**config.mk**
```make
export PLATFORM = sky130hd
export DESIGN_NAME = bdr_ctrl
export DESIGN_NICKNAME = d
export VERILOG_FILES = /design/src/common/bdr_pkg.sv /design/src/verilog/bdr_ctrl.sv
export SDC_FILE = /design/constraint.sdc
export NUM_CORES = 1
export LEC_CHECK = 0
export ABC_AREA = 1
export BUFFER_PORTS_ARGS = -buffer_cell sky130_fd_sc_hd__buf_2
export CELL_PAD_IN_SITES_DETAIL_PLACEMENT = 1
export CELL_PAD_IN_SITES_GLOBAL_PLACEMENT = 1
export CORE_AREA = 8 8 91 93
export CTS_CLUSTER_DIAMETER = 100
export CTS_CLUSTER_SIZE = 10
export DETAILED_ROUTE_END_ITERATION = 6
export DIE_AREA = 0 0 99 101
export PLACE_DENSITY = 0.81
export SKIP_LAST_GASP = 1
export SLEW_MARGIN = 20
export SYNTH_ARGS = -nofsm -noshare
export SYNTH_HDL_FRONTEND = slang
export SYNTH_SLANG_ARGS = --single-unit
```
**constraint.sdc**
```tcl
create_clock -name sys_clk -period 1.01 [get_ports sys_clk]
set_input_delay 0.101 -clock sys_clk [delete_from_list [all_inputs] [get_ports sys_clk]]
set_output_delay 0.101 -clock sys_clk [all_outputs]
set_load 0.02 [all_outputs]
```
**src/common/bdr_pkg.sv**
```systemverilog
package bdr_pkg;
    // ****************************************
    // status/control bit positions
    // ****************************************
    localparam int BDR_PERMIT_BIT  = 7;
    localparam int BDR_ACTIVE_BIT  = 6;
    localparam int BDR_BKEN_BIT    = 5;
    localparam int BDR_FTS_BIT     = 4;
    localparam int BDR_CLKSEL_BIT  = 3;
    localparam int BDR_WS_BIT      = 2;
    localparam int BDR_WSF_BIT     = 1;
    localparam int BDR_DVF_BIT     = 0;
    localparam int BDR_FRC_BIT     = 0;
    // ****************************************
    // reset values
    // ****************************************
    localparam logic [7:0]  BDR_CTRL_RST  = 8'h00;
    localparam logic [15:0] BDR_BKPT_RST  = 16'h0000;
    localparam logic [7:0]  BDR_CMPA_RST  = 8'h00;
    localparam logic [7:0]  BDR_FRC_READ  = 8'h00;

    // serial command and program-write strobes from the link decoder
    typedef struct packed {
        logic        status_rd;   // read status/control
        logic        ctrl_wr;     // write status/control
        logic        bkpt_rd;     // breakpoint_read_command
        logic        bkpt_wr;     // breakpoint_write_command
        logic        frc_wr;      // serial write-byte to force-reset
        logic        cpu_frc_wr;  // program write to force-reset
        logic        cpu_cmpa_wr; // program write to comparator a high
        logic        background;  // background command
        logic        mem_fail;    // memory command clashed with wait/stop
        logic [15:0] wdata;
    } bdr_cmd_t;

    // cpu status inputs
    typedef struct packed {
        logic        halted;      // cpu in background
        logic        wait_stop;   // cpu in wait or stop
        logic [15:0] addr;        // cpu address bus
        logic        bus_cycle;   // address valid
        logic        trig_armed;  // trigger module armed
    } bdr_cpu_t;

    typedef struct packed {
        logic [7:0]  ctrl;
        logic [15:0] bkpt;
        logic [7:0]  cmpa;
        logic [15:0] rdata;
        logic        rvalid;
        logic        force_brk;
        logic        tag_brk;
        logic        bg_req;
        logic        sys_reset;
        logic        ws_bg;       // background entered from wait/stop
    } bdr_state_t;
endpackage : bdr_pkg

```
**src/verilog/bdr_ctrl.sv**
```systemverilog
// Functional notes
// - permit bit 7 low blocks any halt request; high allows background entry.
// - permit bit stays set until normal reset clears it.
// - bit 6 reads 1 while cpu halted in background, else 0.
// - bit 5 low disables breakpoint; force/tag and address ignored.
// - force select 1: address match forces background at next instruction boundary.
// - force select 0: address match only tags the fetched opcode.
// - bit 3 selects comm clock; resets 0 alternate, 1 bus clock.
// - bit 2 reads 1 in wait/stop or background entered from it.
// - background command still pulls cpu out of wait/stop.
// - bit 1 set when memory command fails due to wait/stop.
// - bit 0 data-valid failure never reports a failure.
// - status/control reachable only by serial status and control commands.
// - 16-bit breakpoint address only through serial breakpoint commands.
// - force-reset reads 0x00 always and resets to zero.
// - program writes to force-reset are ignored; here one in the same cycle as a serial write blocks its reset.
// - serial write of 1 to force-reset bit 0 resets system.
// - trigger module has nine bytes of cpu-visible registers.
// - comparator a high resets 0x00, readable, ignores writes when armed.
// - permit bit unwritable while background active.
// - four status bits never change via control write.
`timescale 1ns/1ps
module bdr_ctrl
    import bdr_pkg::*;
(
    input  wire logic        sys_clk,
    input  wire logic        rst_n,
    input  wire bdr_cmd_t    cmd,
    input  wire bdr_cpu_t    cpu,
    output logic [15:0]      rdata,
    output logic             rvalid,
    output logic             comm_clock_select,
    output logic [7:0]       comparator_a_high,
    output logic             force_brk,
    output logic             tag_brk,
    output logic             bg_req,
    output logic             sys_reset
);
    bdr_state_t st_reg;
    bdr_state_t st_next;
    logic       match;

    // ****************************************
    // next-state logic
    // ****************************************
    always_comb begin
        st_next = st_reg;
        st_next.rvalid    = 1'b0;
        st_next.sys_reset = 1'b0;
        // live status bits, never from control write
        st_next.ctrl[BDR_ACTIVE_BIT] = cpu.halted;
        st_next.ctrl[BDR_DVF_BIT]    = 1'b0;
        st_next.ws_bg = st_reg.ws_bg;
        if (cmd.background && cpu.wait_stop) begin
            st_next.ws_bg = 1'b1;
        end else if (!cpu.halted && !cpu.wait_stop) begin
            st_next.ws_bg = 1'b0;
        end
        st_next.ctrl[BDR_WS_BIT] = cpu.wait_stop || st_next.ws_bg;
        // failure flag: set on clash, cleared when next background starts
        if (cmd.mem_fail) begin
            st_next.ctrl[BDR_WSF_BIT] = 1'b1;
        end else if (cmd.background) begin
            st_next.ctrl[BDR_WSF_BIT] = 1'b0;
        end
        // control write touches only control bits
        if (cmd.ctrl_wr) begin
            st_next.ctrl[BDR_BKEN_BIT]   = cmd.wdata[BDR_BKEN_BIT];
            st_next.ctrl[BDR_FTS_BIT]    = cmd.wdata[BDR_FTS_BIT];
            st_next.ctrl[BDR_CLKSEL_BIT] = cmd.wdata[BDR_CLKSEL_BIT];
            // permit only sets, only outside background
            if (!cpu.halted && cmd.wdata[BDR_PERMIT_BIT]) begin
                st_next.ctrl[BDR_PERMIT_BIT] = 1'b1;
            end
        end
        if (cmd.bkpt_wr) begin
            st_next.bkpt = cmd.wdata;
        end
        // read answers
        if (cmd.status_rd) begin
            st_next.rdata  = {8'h00, st_reg.ctrl};
            st_next.rvalid = 1'b1;
        end else if (cmd.bkpt_rd) begin
            st_next.rdata  = st_reg.bkpt;
            st_next.rvalid = 1'b1;
        end
        // force reset: serial only, self-clearing
        if (cmd.frc_wr && !cmd.cpu_frc_wr && cmd.wdata[BDR_FRC_BIT]) begin
            st_next.sys_reset = 1'b1;
        end
        // comparator a high, cpu-visible trigger byte, locked while armed
        if (cmd.cpu_cmpa_wr && !cpu.trig_armed) begin
            st_next.cmpa = cmd.wdata[7:0];
        end
        // breakpoint requests
        st_next.force_brk = match && st_reg.ctrl[BDR_FTS_BIT];
        st_next.tag_brk   = match && !st_reg.ctrl[BDR_FTS_BIT];
        st_next.bg_req    = st_reg.ctrl[BDR_PERMIT_BIT]
                            && cmd.background;
    end

    // full sixteen-bit address compare, gated by enable and permit
    assign match = cpu.bus_cycle && st_reg.ctrl[BDR_BKEN_BIT]
                   && st_reg.ctrl[BDR_PERMIT_BIT]
                   && (cpu.addr == st_reg.bkpt);

    // ****************************************
    // state register
    // ****************************************
    always_ff @(posedge sys_clk) begin
        if (!rst_n) begin
            st_reg       <= '0;
            st_reg.ctrl  <= BDR_CTRL_RST;
            st_reg.bkpt  <= BDR_BKPT_RST;
            st_reg.cmpa  <= BDR_CMPA_RST;
        end else begin
            st_reg <= st_next;
        end
    end

    // outputs straight from flops
    assign rdata             = st_reg.rdata;
    assign rvalid            = st_reg.rvalid;
    assign comm_clock_select = st_reg.ctrl[BDR_CLKSEL_BIT];
    assign comparator_a_high = st_reg.cmpa;
    assign force_brk         = st_reg.force_brk;
    assign tag_brk           = st_reg.tag_brk;
    assign bg_req            = st_reg.bg_req;
    assign sys_reset         = st_reg.sys_reset;

    // ****************************************
    // assertions
    // ****************************************
    property p_permit_sticky;
        @(posedge sys_clk) disable iff (!rst_n)
        st_reg.ctrl[BDR_PERMIT_BIT] |=> st_reg.ctrl[BDR_PERMIT_BIT];
    endproperty
    a_permit_sticky: assert property (p_permit_sticky)
        else $error("permit bit dropped");

    property p_no_halt_req;
        @(posedge sys_clk) disable iff (!rst_n)
        !st_reg.ctrl[BDR_PERMIT_BIT] |=> !bg_req && !force_brk && !tag_brk;
    endproperty
    a_no_halt_req: assert property (p_no_halt_req)
        else $error("halt request without permit");

    property p_active;
        @(posedge sys_clk) disable iff (!rst_n)
        cpu.halted |=> st_reg.ctrl[BDR_ACTIVE_BIT];
    endproperty
    a_active: assert property (p_active)
        else $error("active bit wrong");

    property p_bk_off;
        @(posedge sys_clk) disable iff (!rst_n)
        !st_reg.ctrl[BDR_BKEN_BIT] |=> !force_brk && !tag_brk;
    endproperty
    a_bk_off: assert property (p_bk_off)
        else $error("break while disabled");

    property p_force;
        @(posedge sys_clk) disable iff (!rst_n)
        match && st_reg.ctrl[BDR_FTS_BIT] |=> force_brk && !tag_brk;
    endproperty
    a_force: assert property (p_force)
        else $error("force break missing");

    property p_tag;
        @(posedge sys_clk) disable iff (!rst_n)
        match && !st_reg.ctrl[BDR_FTS_BIT] |=> tag_brk && !force_brk;
    endproperty
    a_tag: assert property (p_tag)
        else $error("tag break missing");

    property p_ws;
        @(posedge sys_clk) disable iff (!rst_n)
        cpu.wait_stop |=> st_reg.ctrl[BDR_WS_BIT];
    endproperty
    a_ws: assert property (p_ws)
        else $error("wait/stop bit not set");

    property p_wsf;
        @(posedge sys_clk) disable iff (!rst_n)
        cmd.mem_fail |=> st_reg.ctrl[BDR_WSF_BIT];
    endproperty
    a_wsf: assert property (p_wsf)
        else $error("failure flag not set");

    property p_dvf;
        @(posedge sys_clk) disable iff (!rst_n)
        cmd.status_rd |=> rvalid && !rdata[BDR_DVF_BIT];
    endproperty
    a_dvf: assert property (p_dvf)
        else $error("data valid failure reported");

    property p_frc;
        @(posedge sys_clk) disable iff (!rst_n)
        cmd.frc_wr && !cmd.cpu_frc_wr && cmd.wdata[BDR_FRC_BIT]
            |=> sys_reset ##1 (!sys_reset || $past(cmd.frc_wr));
    endproperty
    a_frc: assert property (p_frc)
        else $error("force reset pulse wrong");

    property p_frc_cpu;
        @(posedge sys_clk) disable iff (!rst_n)
        (!cmd.frc_wr || cmd.cpu_frc_wr) |=> !sys_reset;
    endproperty
    a_frc_cpu: assert property (p_frc_cpu)
        else $error("reset without serial write");

    property p_cmpa_lock;
        @(posedge sys_clk) disable iff (!rst_n)
        cpu.trig_armed |=> $stable(comparator_a_high);
    endproperty
    a_cmpa_lock: assert property (p_cmpa_lock)
        else $error("comparator written while armed");

    property p_permit_lock;
        @(posedge sys_clk) disable iff (!rst_n)
        cpu.halted && !st_reg.ctrl[BDR_PERMIT_BIT] |=> !st_reg.ctrl[BDR_PERMIT_BIT];
    endproperty
    a_permit_lock: assert property (p_permit_lock)
        else $error("permit written in background");

    // register access paths
    property p_dvf_zero;
        @(posedge sys_clk) disable iff (!rst_n)
        !st_reg.ctrl[BDR_DVF_BIT];
    endproperty
    a_dvf_zero: assert property (p_dvf_zero)
        else $error("data valid failure bit set");

    property p_status_rd;
        @(posedge sys_clk) disable iff (!rst_n)
        cmd.status_rd |=> rvalid && (rdata == {8'h00, $past(st_reg.ctrl)});
    endproperty
    a_status_rd: assert property (p_status_rd)
        else $error("status read data wrong");

    property p_bkpt_wr;
        @(posedge sys_clk) disable iff (!rst_n)
        cmd.bkpt_wr |=> st_reg.bkpt == $past(cmd.wdata);
    endproperty
    a_bkpt_wr: assert property (p_bkpt_wr)
        else $error("breakpoint write lost");

    property p_bkpt_rd;
        @(posedge sys_clk) disable iff (!rst_n)
        cmd.bkpt_rd && !cmd.status_rd |=> rvalid && (rdata == $past(st_reg.bkpt));
    endproperty
    a_bkpt_rd: assert property (p_bkpt_rd)
        else $error("breakpoint read data wrong");

    property p_ctrl_wsf;
        @(posedge sys_clk) disable iff (!rst_n)
        cmd.ctrl_wr && !cmd.mem_fail && !cmd.background
            |=> st_reg.ctrl[BDR_WSF_BIT] == $past(st_reg.ctrl[BDR_WSF_BIT]);
    endproperty
    a_ctrl_wsf: assert property (p_ctrl_wsf)
        else $error("failure flag changed by control write");

    property p_clk_sel;
        @(posedge sys_clk) disable iff (!rst_n)
        cmd.ctrl_wr |=> comm_clock_select == $past(cmd.wdata[BDR_CLKSEL_BIT]);
    endproperty
    a_clk_sel: assert property (p_clk_sel)
        else $error("clock select not written");

    property p_permit_set;
        @(posedge sys_clk) disable iff (!rst_n)
        cmd.ctrl_wr && cmd.wdata[BDR_PERMIT_BIT] && !cpu.halted
            |=> st_reg.ctrl[BDR_PERMIT_BIT];
    endproperty
    a_permit_set: assert property (p_permit_set)
        else $error("permit write outside background lost");

    property p_addr_miss;
        @(posedge sys_clk) disable iff (!rst_n)
        cpu.bus_cycle && (cpu.addr != st_reg.bkpt) |=> !force_brk && !tag_brk;
    endproperty
    a_addr_miss: assert property (p_addr_miss)
        else $error("break on address mismatch");

    property p_wake;
        @(posedge sys_clk) disable iff (!rst_n)
        cmd.background && cpu.wait_stop && st_reg.ctrl[BDR_PERMIT_BIT]
            |=> bg_req && st_reg.ctrl[BDR_WS_BIT];
    endproperty
    a_wake: assert property (p_wake)
        else $error("background from wait/stop not taken");

    property p_frc_src;
        @(posedge sys_clk) disable iff (!rst_n)
        sys_reset |-> $past(cmd.frc_wr) && !$past(cmd.cpu_frc_wr);
    endproperty
    a_frc_src: assert property (p_frc_src)
        else $error("force reset held without serial write");

    property p_cmpa_wr;
        @(posedge sys_clk) disable iff (!rst_n)
        cmd.cpu_cmpa_wr && !cpu.trig_armed
            |=> comparator_a_high == $past(cmd.wdata[7:0]);
    endproperty
    a_cmpa_wr: assert property (p_cmpa_wr)
        else $error("comparator write lost while disarmed");

    c_force: cover property (@(posedge sys_clk) disable iff (!rst_n) force_brk);
    c_tag: cover property (@(posedge sys_clk) disable iff (!rst_n) tag_brk);
    c_reset: cover property (@(posedge sys_clk) disable iff (!rst_n) sys_reset);
    c_wsbg: cover property (@(posedge sys_clk) disable iff (!rst_n) bg_req && cpu.wait_stop);
endmodule : bdr_ctrl

```
# Word level (Yosys, flattened, before mapping)
# Cells that the tools add are included.
[classes]
reduce_logical = 22
mux = 7
n_bitwise = 1
n_eq_ne = 1
[ops]
columns = ["operator", "count"]
rows = [
  ["$mux 9", 2],
  ["$eq 16x16->1", 1],
  ["$logic_and 1x1->1", 12],
  ["$logic_not 1->1", 5],
  ["$mux 1", 5],
  ["$reduce_bool 2->1", 2],
  ["$reduce_and 2->1", 1],
  ["$reduce_or 2->1", 1],
  ["$logic_or 1x1->1", 1],
  ["$not 1->1", 1],
]
[totals]
ff_bits = 54

# Longest topological paths before layout
# Gate-level depths: netlist (run 1).
[logic_depth]
word_depth = 5
ltp_mapped = 8
mapped_depth_nobuf = 8

# Worst setup path before layout (run 1)
# Ideal clock, no wire load.
[synth_path]
kind = "reg2reg"
from = "register st_reg[37] in the netlist's numbering"
to = "register st_reg, in the netlist force_brk"
path_slack_ns = 0.129
path_buffers = 0
path_stages_with_launch = 9
setup_ns = 0.064
period_less_slack_ns = 0.881
required_time_ns = 0.946
arrival_time_ns = 0.816
path_cell_list = "dfxtp_1 -> inv_1 -> nand2_1 -> nand2_1 -> nor2_1 -> nand2_1 -> nor2_1 -> nand3_1 -> nor2_1"
[synth_between]
elab_chain_len = 3
[synth_lines]
columns = ["element", "line_no", "text"]
rows = [
  ["from (decl)", "bdr_ctrl.sv:39", "bdr_state_t st_reg;"],
  ["from (signal assigned)", "bdr_ctrl.sv:117", "st_reg <= st_next;"],
  ["$eq 16x16->1", "bdr_ctrl.sv:105", "&& (cpu.addr == st_reg.bkpt);"],
  ["$logic_and 1x1->1", "bdr_ctrl.sv:105", ""],
  ["$logic_and 1x1->1", "bdr_ctrl.sv:96", "st_next.force_brk = match && st_reg.ctrl[BDR_FTS_BIT];"],
]
# No other way between the ends.
# A chain may end at the register's enable or synchronous reset.

# Worst setup path in the final report (run 1)
[layout_path]
from = "register st_reg[32] in the netlist's numbering"
to = "register st_reg, in the netlist tag_brk"
[layout_between]
elab_chain_len = 3
[layout_lines]
columns = ["element", "line_no", "text"]
rows = [
  ["$eq 16x16->1", "bdr_ctrl.sv:105", ""],
  ["$logic_and 1x1->1", "bdr_ctrl.sv:105", ""],
  ["$logic_and 1x1->1", "bdr_ctrl.sv:97", "st_next.tag_brk = match && !st_reg.ctrl[BDR_FTS_BIT];"],
]
# No other way between the ends.

==> impl_metrics.yaml, run 1 <==
power_and_ir_drop:
  pwr-share-seq_pct: 50.9
  pwr-share-comb_pct: 15.7
  ir_drop_v: 0.000601
  p_sw_share_pct: 27.4
  p_int_mw: 3.25
  p_per_area_mw_per_mm2: 1530
  cellLeakagePower_nw: 1.50
  power_mw: 4.47
  power_switching_mw: 1.23
  power.share.clock_pct: 33.4
detailed_routing:
  drt_first_pass_iters: 4
  wl_um: 6800
  drc: 0
  vias: 2195
  antenna_left: 0
  wire_per_inst_um: 14.2
  vias_per_cell: 4.57
  first_iter_violations: 24
cells_and_area:
  largest_reg_flops: 23
  layout_common_cells: "buf_2, nand2_1, dfxtp_1, nor2_1, inv_1"
  syn_to_final_growth_pct: 25.3
  nets: 444
  fillCellCount: 888
  diodes: 0
  layout-drive-gt1-share_pct: 34.7
  layout_commonest_cell: "buf_2"
place:
  port_buffers: 76
  gp_congestion: 0.765
  place_hpwl_um: 5370
clocking:
  cts.htree.levels: 2
  numCtsBuffers: 5
  cts-root-buf: "clkbuf_8"
  cts_tree: "done"
  clkLatencyLatePin_ns: 0.31
  cts.sinks: 53
  clockBufferDepth: 2
  clk_pin_slew_ns: 0.10
synthesis:
  seq_area_frac_synth_pct: 45.5
  yosys_warnings: 0
  synthDistinctLibCells: 22
  synth.area.top_cells: "dfxtp_1, nand2_1, buf_4"
  synth_area_mm2: 0.00233
  synth_area_per_cell_um2: 7.19
  synth-seq-cells: 53
  postSynthCellCount: 324
  yosys.area.top_type: "dfxtp_1"
  synthFlopType: "dfxtp_1"
  synth_nets: 371
  netlist.area_leader.share_pct: 45.5
  synth_edf_count: 0
  synthArstFlopShare_pct: 0
critical_path:
  rr_worst_depth: 8
  worstSetupPathType: "register to register"
  rr_endpoint: "tag_brk"
  worstSetupEndpointType: "register"
  startpoint: "st_reg[32]"
  r2r_setup_slack_ns: -0.08
  reg2reg_from: "st_reg[32]"
  required_ns: 1.26
  endpoint: "tag_brk"
  worstPathArrival_ns: 1.34
  start_kind: "register"
  cp_max_fo: 2
sta:
  post-route-period-util_pct: 108
  slew_violations: 0
  finalHoldViolCount: 0
  slew_headroom_pct: 83.2
  hold_slack_ns: 0.00757
  worst_slack_ns: -0.0780
  setup_viol: 2
  clock.fmax_mhz: 919
  tightest_slew_ns: 0.252
  fin_crit_ns: 1.09
  fin_worst_skew_ns: 0.00863
  rsz0062_at_grt: "true"
floorplan:
  die_x_um: 99
  ios: 77
  core_area_mm2: 0.00694
  die_y_um: 101
  die_area_mm2: 0.0100
  rows: 31
  initial_core_util_pct: 33.6
hold_path:
  hp-start: "cmd[9]"
  hold_class: "primary input to register"
grt:
  grt_pass1_wl_um: 11100
  grt_pass1_vias: 2418
  track_usage_pct: 14.0
  grt_max_degree: 27
  globalRouteOverflowTotal: 0
  antenna_found_initial: 0
outcome:
  violations: "setup timing"
  status: "complete, but fails checks"
job:
  maxCapViolations: 0
==> through the flow <==
stage	utilization [%]	setup TNS, ns	instances	instance area (um2)	setup WS [ns]
finish	42.1	-0.130	480	2920	-0.0780
global route	42.1	-0.280	480	2920	-0.158
CTS	41.4	-0.0633	478	2870	-0.0341
detailed placement	38.9	-0.164	465	2700	-0.0859
global placement	38.9	0	465	2700	0.0102
floorplan	-	0	324	2330	0.129
==> how the worst min path moves through the flow <==
stage | endpoint | cells past startpoint
2_1_floorplan | sys_reset | 1
3_3_place_gp | sys_reset | 2
3_5_place_dp | sys_reset | 2
4_1_cts | st_reg[39] | 3
5_1_grt | st_reg[39] | 3
6_report | st_reg[39] | 3
==> area by class of cell <==
class | instances | area, um2 | share of cell area (%)
clock inverter | 3 | 46.3 | 1.59
tap | 82 | 103 | 3.51
sequential | 53 | 1080 | 36.9
inverter | 46 | 175 | 6.00
clock buffer | 5 | 68.8 | 2.36
timing repair buffer | 98 | 553 | 18.9
multi-input combinational | 193 | 897 | 30.7
==> worst max-delay path: stages (launching register included) <==
cell     delay, ns
dfxtp_2       0.34
inv_1         0.04
nand2_1       0.05
nand2_1       0.05
nor2_1        0.12
nand2_1       0.09
nor2_1        0.15
nand3_2       0.09
nor2_1        0.10
==> Yosys cell counts (all sizes together), types with 2 or more instances <==
master,number
dfxtp,53
o211ai,5
nor3,2
nor2,44
o21ai,32
nand2,75
nand3,3
a21oi,23
a211oi,2
xnor2,4
buf,31
inv,46
==> metal layers <==
layer	track usage, %	share of wire [%]	up-vias
met5	0	0	-
met4	4.25	1.2	0
met3	3.87	4.0	5
met2	26.0	53	37
met1	15.0	42	1029
li1	-	-	1124
==> cells by family (layout without fill, tap and decap cells) <==
group	Yosys count	count (layout)	synth area share, %
buf+inv	78	152	17.2
xor+xnor	5	5	1.88
flops	53	53	45.5
compound gates	63	63	14.4
simple gates	125	125	21.0
==> power groups by stage <==
| stage | clock (mW) | sequential (mW) | combinational [mW] |
|---|---|---|---|
| after floorplan | 0 | 2.31 | 0.427 |
| after global placement | 0 | 2.31 | 0.650 |
| after detailed placement | 0 | 2.32 | 0.669 |
| after CTS | 1.52 | 2.27 | 0.694 |
| after global routing | 1.62 | 2.29 | 0.791 |
| final | 1.49 | 2.28 | 0.704 |
==> timing repair <==
| action | 4_1_cts | 5_1_grt |
|---|---|---|
| hold buffers | 3 | 0 |
| hold endpoints to repair | 2 | 0 |
| buffers inserted | 2 | 2 |
| resized for setup | 10 | 19 |
| pin swaps | 4 | 14 |
| setup endpoints to repair | 2 | 4 |
Note: power is estimated with default switching activity, not from simulation.
==> inputs of run 2 (changes only) <==
--- a/config.mk
+++ b/config.mk
@@ -9,12 +9,12 @@
 export BUFFER_PORTS_ARGS = -buffer_cell sky130_fd_sc_hd__buf_2
 export CELL_PAD_IN_SITES_DETAIL_PLACEMENT = 1
 export CELL_PAD_IN_SITES_GLOBAL_PLACEMENT = 1
-export CORE_AREA = 8 8 91 93
+export CORE_AREA = 8 8 96 98
 export CTS_CLUSTER_DIAMETER = 100
 export CTS_CLUSTER_SIZE = 10
 export DETAILED_ROUTE_END_ITERATION = 6
-export DIE_AREA = 0 0 99 101
-export PLACE_DENSITY = 0.81
+export DIE_AREA = 0 0 104 106
+export PLACE_DENSITY = 0.76
 export SKIP_LAST_GASP = 1
 export SLEW_MARGIN = 20
 export SYNTH_ARGS = -nofsm -noshare
==> constraint.sdc (replaced) <==
create_clock -name sys_clk -period 0.95 [get_ports sys_clk]
set_input_delay 0.095 -clock sys_clk [delete_from_list [all_inputs] [get_ports sys_clk]]
set_output_delay 0.095 -clock sys_clk [all_outputs]
set_load 0.02 [all_outputs]
==> impl_metrics.yaml, run 2 (synthesis results as in run 1) <==
clocking:
  cts.htree.levels: 2
  cts_tree: "done"
  clockBufferDepth: 2
  clkLatencyLatePin_ns: 0.31
  cts.sinks: 53
  clk_pin_slew_ns: 0.09
  numCtsBuffers: 5
  cts-root-buf: "clkbuf_8"
floorplan:
  initial_core_util_pct: 29.7
  rows: 33
  die_area_mm2: 0.0110
  die_x_um: 104
  ios: 77
  core_area_mm2: 0.00785
  die_y_um: 106
sta:
  worst_slack_ns: -0.113
  hold_slack_ns: 0.0149
  slew_headroom_pct: 85.3
  slew_violations: 0
  clock.fmax_mhz: 940
  post-route-period-util_pct: 112
  setup_viol: 2
  finalHoldViolCount: 0
  fin_worst_skew_ns: 0.00815
  tightest_slew_ns: 0.219
  fin_crit_ns: 1.06
  rsz0062_at_grt: "true"
critical_path:
  worstSetupPathType: "register to register"
  cp_slowest_cell: "dfxtp_4"
  crit_path_cell_trace: "inv_2, nand2_1, nand2_1, nor2_1, nand2_1, nor2_1, nand3_1, nor2_1"
  slowest_delay_ns: 0.38
  worstSetupEndpointType: "register"
  start_kind: "register"
  cp_max_fo: 4
  worstPathArrival_ns: 1.31
  required_ns: 1.20
power_and_ir_drop:
  power_mw: 5.02
  ir_drop_v: 0.000793
  p_per_area_mw_per_mm2: 1650
  cellLeakagePower_nw: 1.54
detailed_routing:
  wl_um: 6890
  drt_first_pass_iters: 4
  vias: 2176
  antenna_left: 0
  vias_per_cell: 4.30
  wire_per_inst_um: 13.6
  first_iter_violations: 56
  drc: 0
cells_and_area:
  largest_reg_flops: 23
  layout_commonest_cell: "nand2_1"
  diodes: 0
  nets: 447
  layout-drive-gt1-share_pct: 31.2
  layout_common_cells: "nand2_1, buf_2, dfxtp_1, buf_4"
  fillCellCount: 1011
  syn_to_final_growth_pct: 30.3
outcome:
  violations: "setup timing"
  status: "complete, but fails checks"
grt:
  grt_pass1_vias: 2327
  grt_pass1_wl_um: 11200
  track_usage_pct: 12.5
  antenna_found_initial: 0
  grt_max_degree: 40
  globalRouteOverflowTotal: 0
hold_path:
  hold_class: "primary input to register"
place:
  place_hpwl_um: 5580
  gp_congestion: 0.775
  port_buffers: 76
job:
  maxCapViolations: 0
==> run 2: changes by cell type in the layout (fill, tap and decap cells not counted), sizes merged <==
| cell | previous run | this run |
|---|---|---|
| bufinv | 1 | 2 |
| buf | 95 | 97 |
| dlygate4sd3 | 3 | 4 |
| clkinvlp | 1 | 0 |
==> run 2: through the flow <==
| step | cell area (um2) | cells | setup TNS, ns | util, % | setup WS, ns |
|---|---|---|---|---|---|
| global placement | 2780 | 493 | -0.0580 | 35.4 | -0.0292 |
| global route | 3040 | 506 | -0.532 | 38.7 | -0.266 |
| detailed placement | 2780 | 493 | -0.302 | 35.4 | -0.153 |
| finish | 3040 | 506 | -0.223 | 38.7 | -0.113 |
| CTS | 2980 | 506 | -0.243 | 37.9 | -0.122 |
| floorplan | 2330 | 324 | 0 | - | 0.0693 |
==> run 2: final timing paths <==
kind | startpoint | endpoint | slack (ns) | cells after the start
setup / recovery | st_reg[30] | tag_brk | -0.11 | 8
hold / removal | cmd[9] | st_reg[39] | 0.01 | 3
setup reg to reg | st_reg[30] | tag_brk | -0.11 | 8
hold reg to reg | rdata[0] | rdata[0] | 0.47 | 2
==> run 2: layer usage <==
layer  vias up  global-route usage, %  share of wire [%]
li1       1136                      -                  -
met1       994                   13.4                 42
met2        40                   23.7                 54
met3         6                   2.78                3.4
met4         0                   4.14                1.4
met5         -                      0                  0
==> run 2: report_power, final <==
group          total [mW]  internal [mW]  leakage (nW)  switching (mW)
clock network        1.82           1.05        0.0681           0.774
logic               0.776          0.346          1.03           0.430
registers            2.42           2.35         0.440          0.0718
total                5.02           3.74          1.54            1.28
==> run 2: critical path, delay by kind of cell (launching register included) <==
kind,cells,cell delay [ns]
buffers and inverters,1,0.03
AND/OR/NAND/NOR,7,0.59
flip-flops,1,0.38
==> run 2: timing repair <==
| item | 4_1_cts | 5_1_grt |
|---|---|---|
| setup buffers | 1 | 0 |
| endpoints found under the setup margin | 5 | 26 |
| pin swaps | 2 | 3 |
| gates resized for setup | 11 | 25 |
| hold endpoints to repair | 3 | 0 |
| hold buffers | 4 | 0 |
==> run 2: area by class of cell <==
class                           count  area [um2]  share of cell area [%]
Tap cell                          105         131                    4.33
Inverter                           46         175                    5.77
Clock inverter                      3        65.1                    2.14
Timing Repair Buffer              101         648                    21.3
Sequential cell                    53        1070                    35.4
Multi-Input combinational cell    193         875                    28.8
Clock buffer                        5        68.8                    2.27
==> inputs of run 3 (changes only) <==
--- a/config.mk
+++ b/config.mk
@@ -15,6 +15,7 @@
 export DETAILED_ROUTE_END_ITERATION = 6
 export DIE_AREA = 0 0 104 106
 export PLACE_DENSITY = 0.76
+export RECOVER_POWER = 100
 export SKIP_LAST_GASP = 1
 export SLEW_MARGIN = 20
 export SYNTH_ARGS = -nofsm -noshare
==> impl_metrics.yaml, run 3 (synthesis results as in run 1) <==
sta:
  finalHoldViolCount: 0
  setup_viol: 3
  clock.fmax_mhz: 940
  post-route-period-util_pct: 112
  slew_headroom_pct: 85.3
  tns_ns: -0.237
  rsz0062_at_grt: "true"
  tightest_slew_ns: 0.219
  fin_worst_skew_ns: 0.00815
  worst_slack_ns: -0.113
  fin_crit_ns: 1.06
  hold_slack_ns: 0.0149
  slew_violations: 0
floorplan:
  die_area_mm2: 0.0110
  die_x_um: 104
  ios: 77
  rows: 33
  core_area_mm2: 0.00785
  initial_core_util_pct: 29.7
  die_y_um: 106
cells_and_area:
  multi_input_area_um2: 875
  final-seq-area_mm2: 0.00107
  diodes: 0
  layout_common_cells: "nand2_1, buf_2, dfxtp_1, buf_4, inv_1"
  syn_to_final_growth_pct: 30.1
  largest_reg_flops: 23
  layout-drive-gt1-share_pct: 30.2
  fillCellCount: 1014
  nets: 447
  layout_commonest_cell: "nand2_1"
clocking:
  numCtsBuffers: 5
  cts_tree: "done"
  cts.htree.levels: 2
  clk_pin_slew_ns: 0.09
  cts-root-buf: "clkbuf_8"
  clkLatencyLatePin_ns: 0.31
  cts.sinks: 53
  clockBufferDepth: 2
critical_path:
  worstSetupEndpointType: "register"
  rr_worst_depth: 8
  slowest_delay_ns: 0.38
  r2r_setup_slack_ns: -0.11
  worstPathArrival_ns: 1.31
  rr_endpoint: "tag_brk"
  worstSetupPathType: "register to register"
  cp_top_family: "simple AND/OR/NAND/NOR gates"
  start_kind: "register"
  required_ns: 1.20
  crit_path_cell_trace: "inv_2, nand2_1, nand2_1, nor2_1, nand2_1, nor2_1, nand3_1, nor2_1"
  reg2reg_from: "st_reg[30]"
  cp_max_fo: 4
  path_buf_inv: 1
  cp_slowest_cell: "dfxtp_4"
detailed_routing:
  drc: 0
  vias: 2176
  wl_um: 6890
  wire_per_inst_um: 13.6
  first_iter_violations: 56
  vias_per_cell: 4.30
  drt_first_pass_iters: 4
  antenna_left: 0
power_and_ir_drop:
  p_per_area_mw_per_mm2: 1650
  power_switching_mw: 1.28
  ir_drop_v: 0.000793
  cellLeakagePower_nw: 1.54
  pwr-share-seq_pct: 48.2
  p_sw_share_pct: 25.4
  power.share.clock_pct: 36.3
  pwr-share-comb_pct: 15.4
  p_int_mw: 3.74
  power_mw: 5.01
place:
  port_buffers: 76
  place_hpwl_um: 5580
  gp_congestion: 0.775
hold_path:
  hp-start: "cmd[9]"
  hold_end: "st_reg[39]"
  min_path_cells: 3
  hold_class: "primary input to register"
grt:
  grt_max_degree: 40
  globalRouteOverflowTotal: 0
  antenna_found_initial: 0
  grt_pass1_wl_um: 11200
  track_usage_pct: 12.5
  grt_pass1_vias: 2327
job:
  maxCapViolations: 0
outcome:
  violations: "setup timing"
  status: "complete, but fails checks"
==> run 3: how the worst max path moves through the flow <==
stage	startpoint	end	depth (start not counted)
after CTS	st_reg[41]	tag_brk	8
after floorplan	st_reg[37]	force_brk	8
final	st_reg[30]	tag_brk	8
after global placement	st_reg[41]	force_brk	8
after global routing	st_reg[30]	force_brk	8
after detailed placement	st_reg[30]	tag_brk	8
==> run 3: worst reg2reg max path: cells and delay by family (launching register included) <==
family | cells | cell delay, ns
buffers and inverters | 1 | 0.03
and+or+nand+nor | 7 | 0.59
DFF | 1 | 0.38
==> run 3: layer usage <==
metal  up-vias  routed length, um  GRT usage, %
li1       1136                  -             -
met1       994               2870          13.4
met2        40               3690          23.7
met3         6                233          2.78
met4         0                 95          4.14
met5         -                  0             0
==> run 3: repair_timing <==
item / CTS / global route
setup buffers: 1 / 0
endpoints found under the setup margin: 5 / 26
resized for setup: 11 / 25
cloned: 0 / 0
hold endpoints to repair: 3 / 0
hold buffers: 4 / 0
pin swaps: 2 / 3
==> run 3: cell type report <==
cell class | instances | area share [%]
clock buffers | 5 | 2.27
repair buffers | 101 | 21.3
well taps | 105 | 4.33
inverters | 46 | 5.78
multi-input cells | 193 | 28.8
flip-flops and latches | 53 | 35.3
clock inverters | 3 | 2.15
==> run 3: stage by stage <==
stage / utilization (%) / instance area [um2] / worst slack, ns / instances
3_5_place_dp: 35.4 / 2780 / -0.153 / 493
4_1_cts: 37.9 / 2980 / -0.122 / 506
6_report: 38.7 / 3030 / -0.113 / 506
5_1_grt: 38.7 / 3030 / -0.266 / 506
3_3_place_gp: 35.4 / 2780 / -0.0292 / 493
2_1_floorplan: - / 2330 / 0.0693 / 324
==> run 3: power groups by stage <==
stage,registers [mW],clock network (mW),logic (mW)
detailed placement,2.47,0,0.740
global route,2.44,1.96,0.866
CTS,2.42,1.87,0.764
finish,2.42,1.82,0.775
global placement,2.46,0,0.720
floorplan,2.46,0,0.454
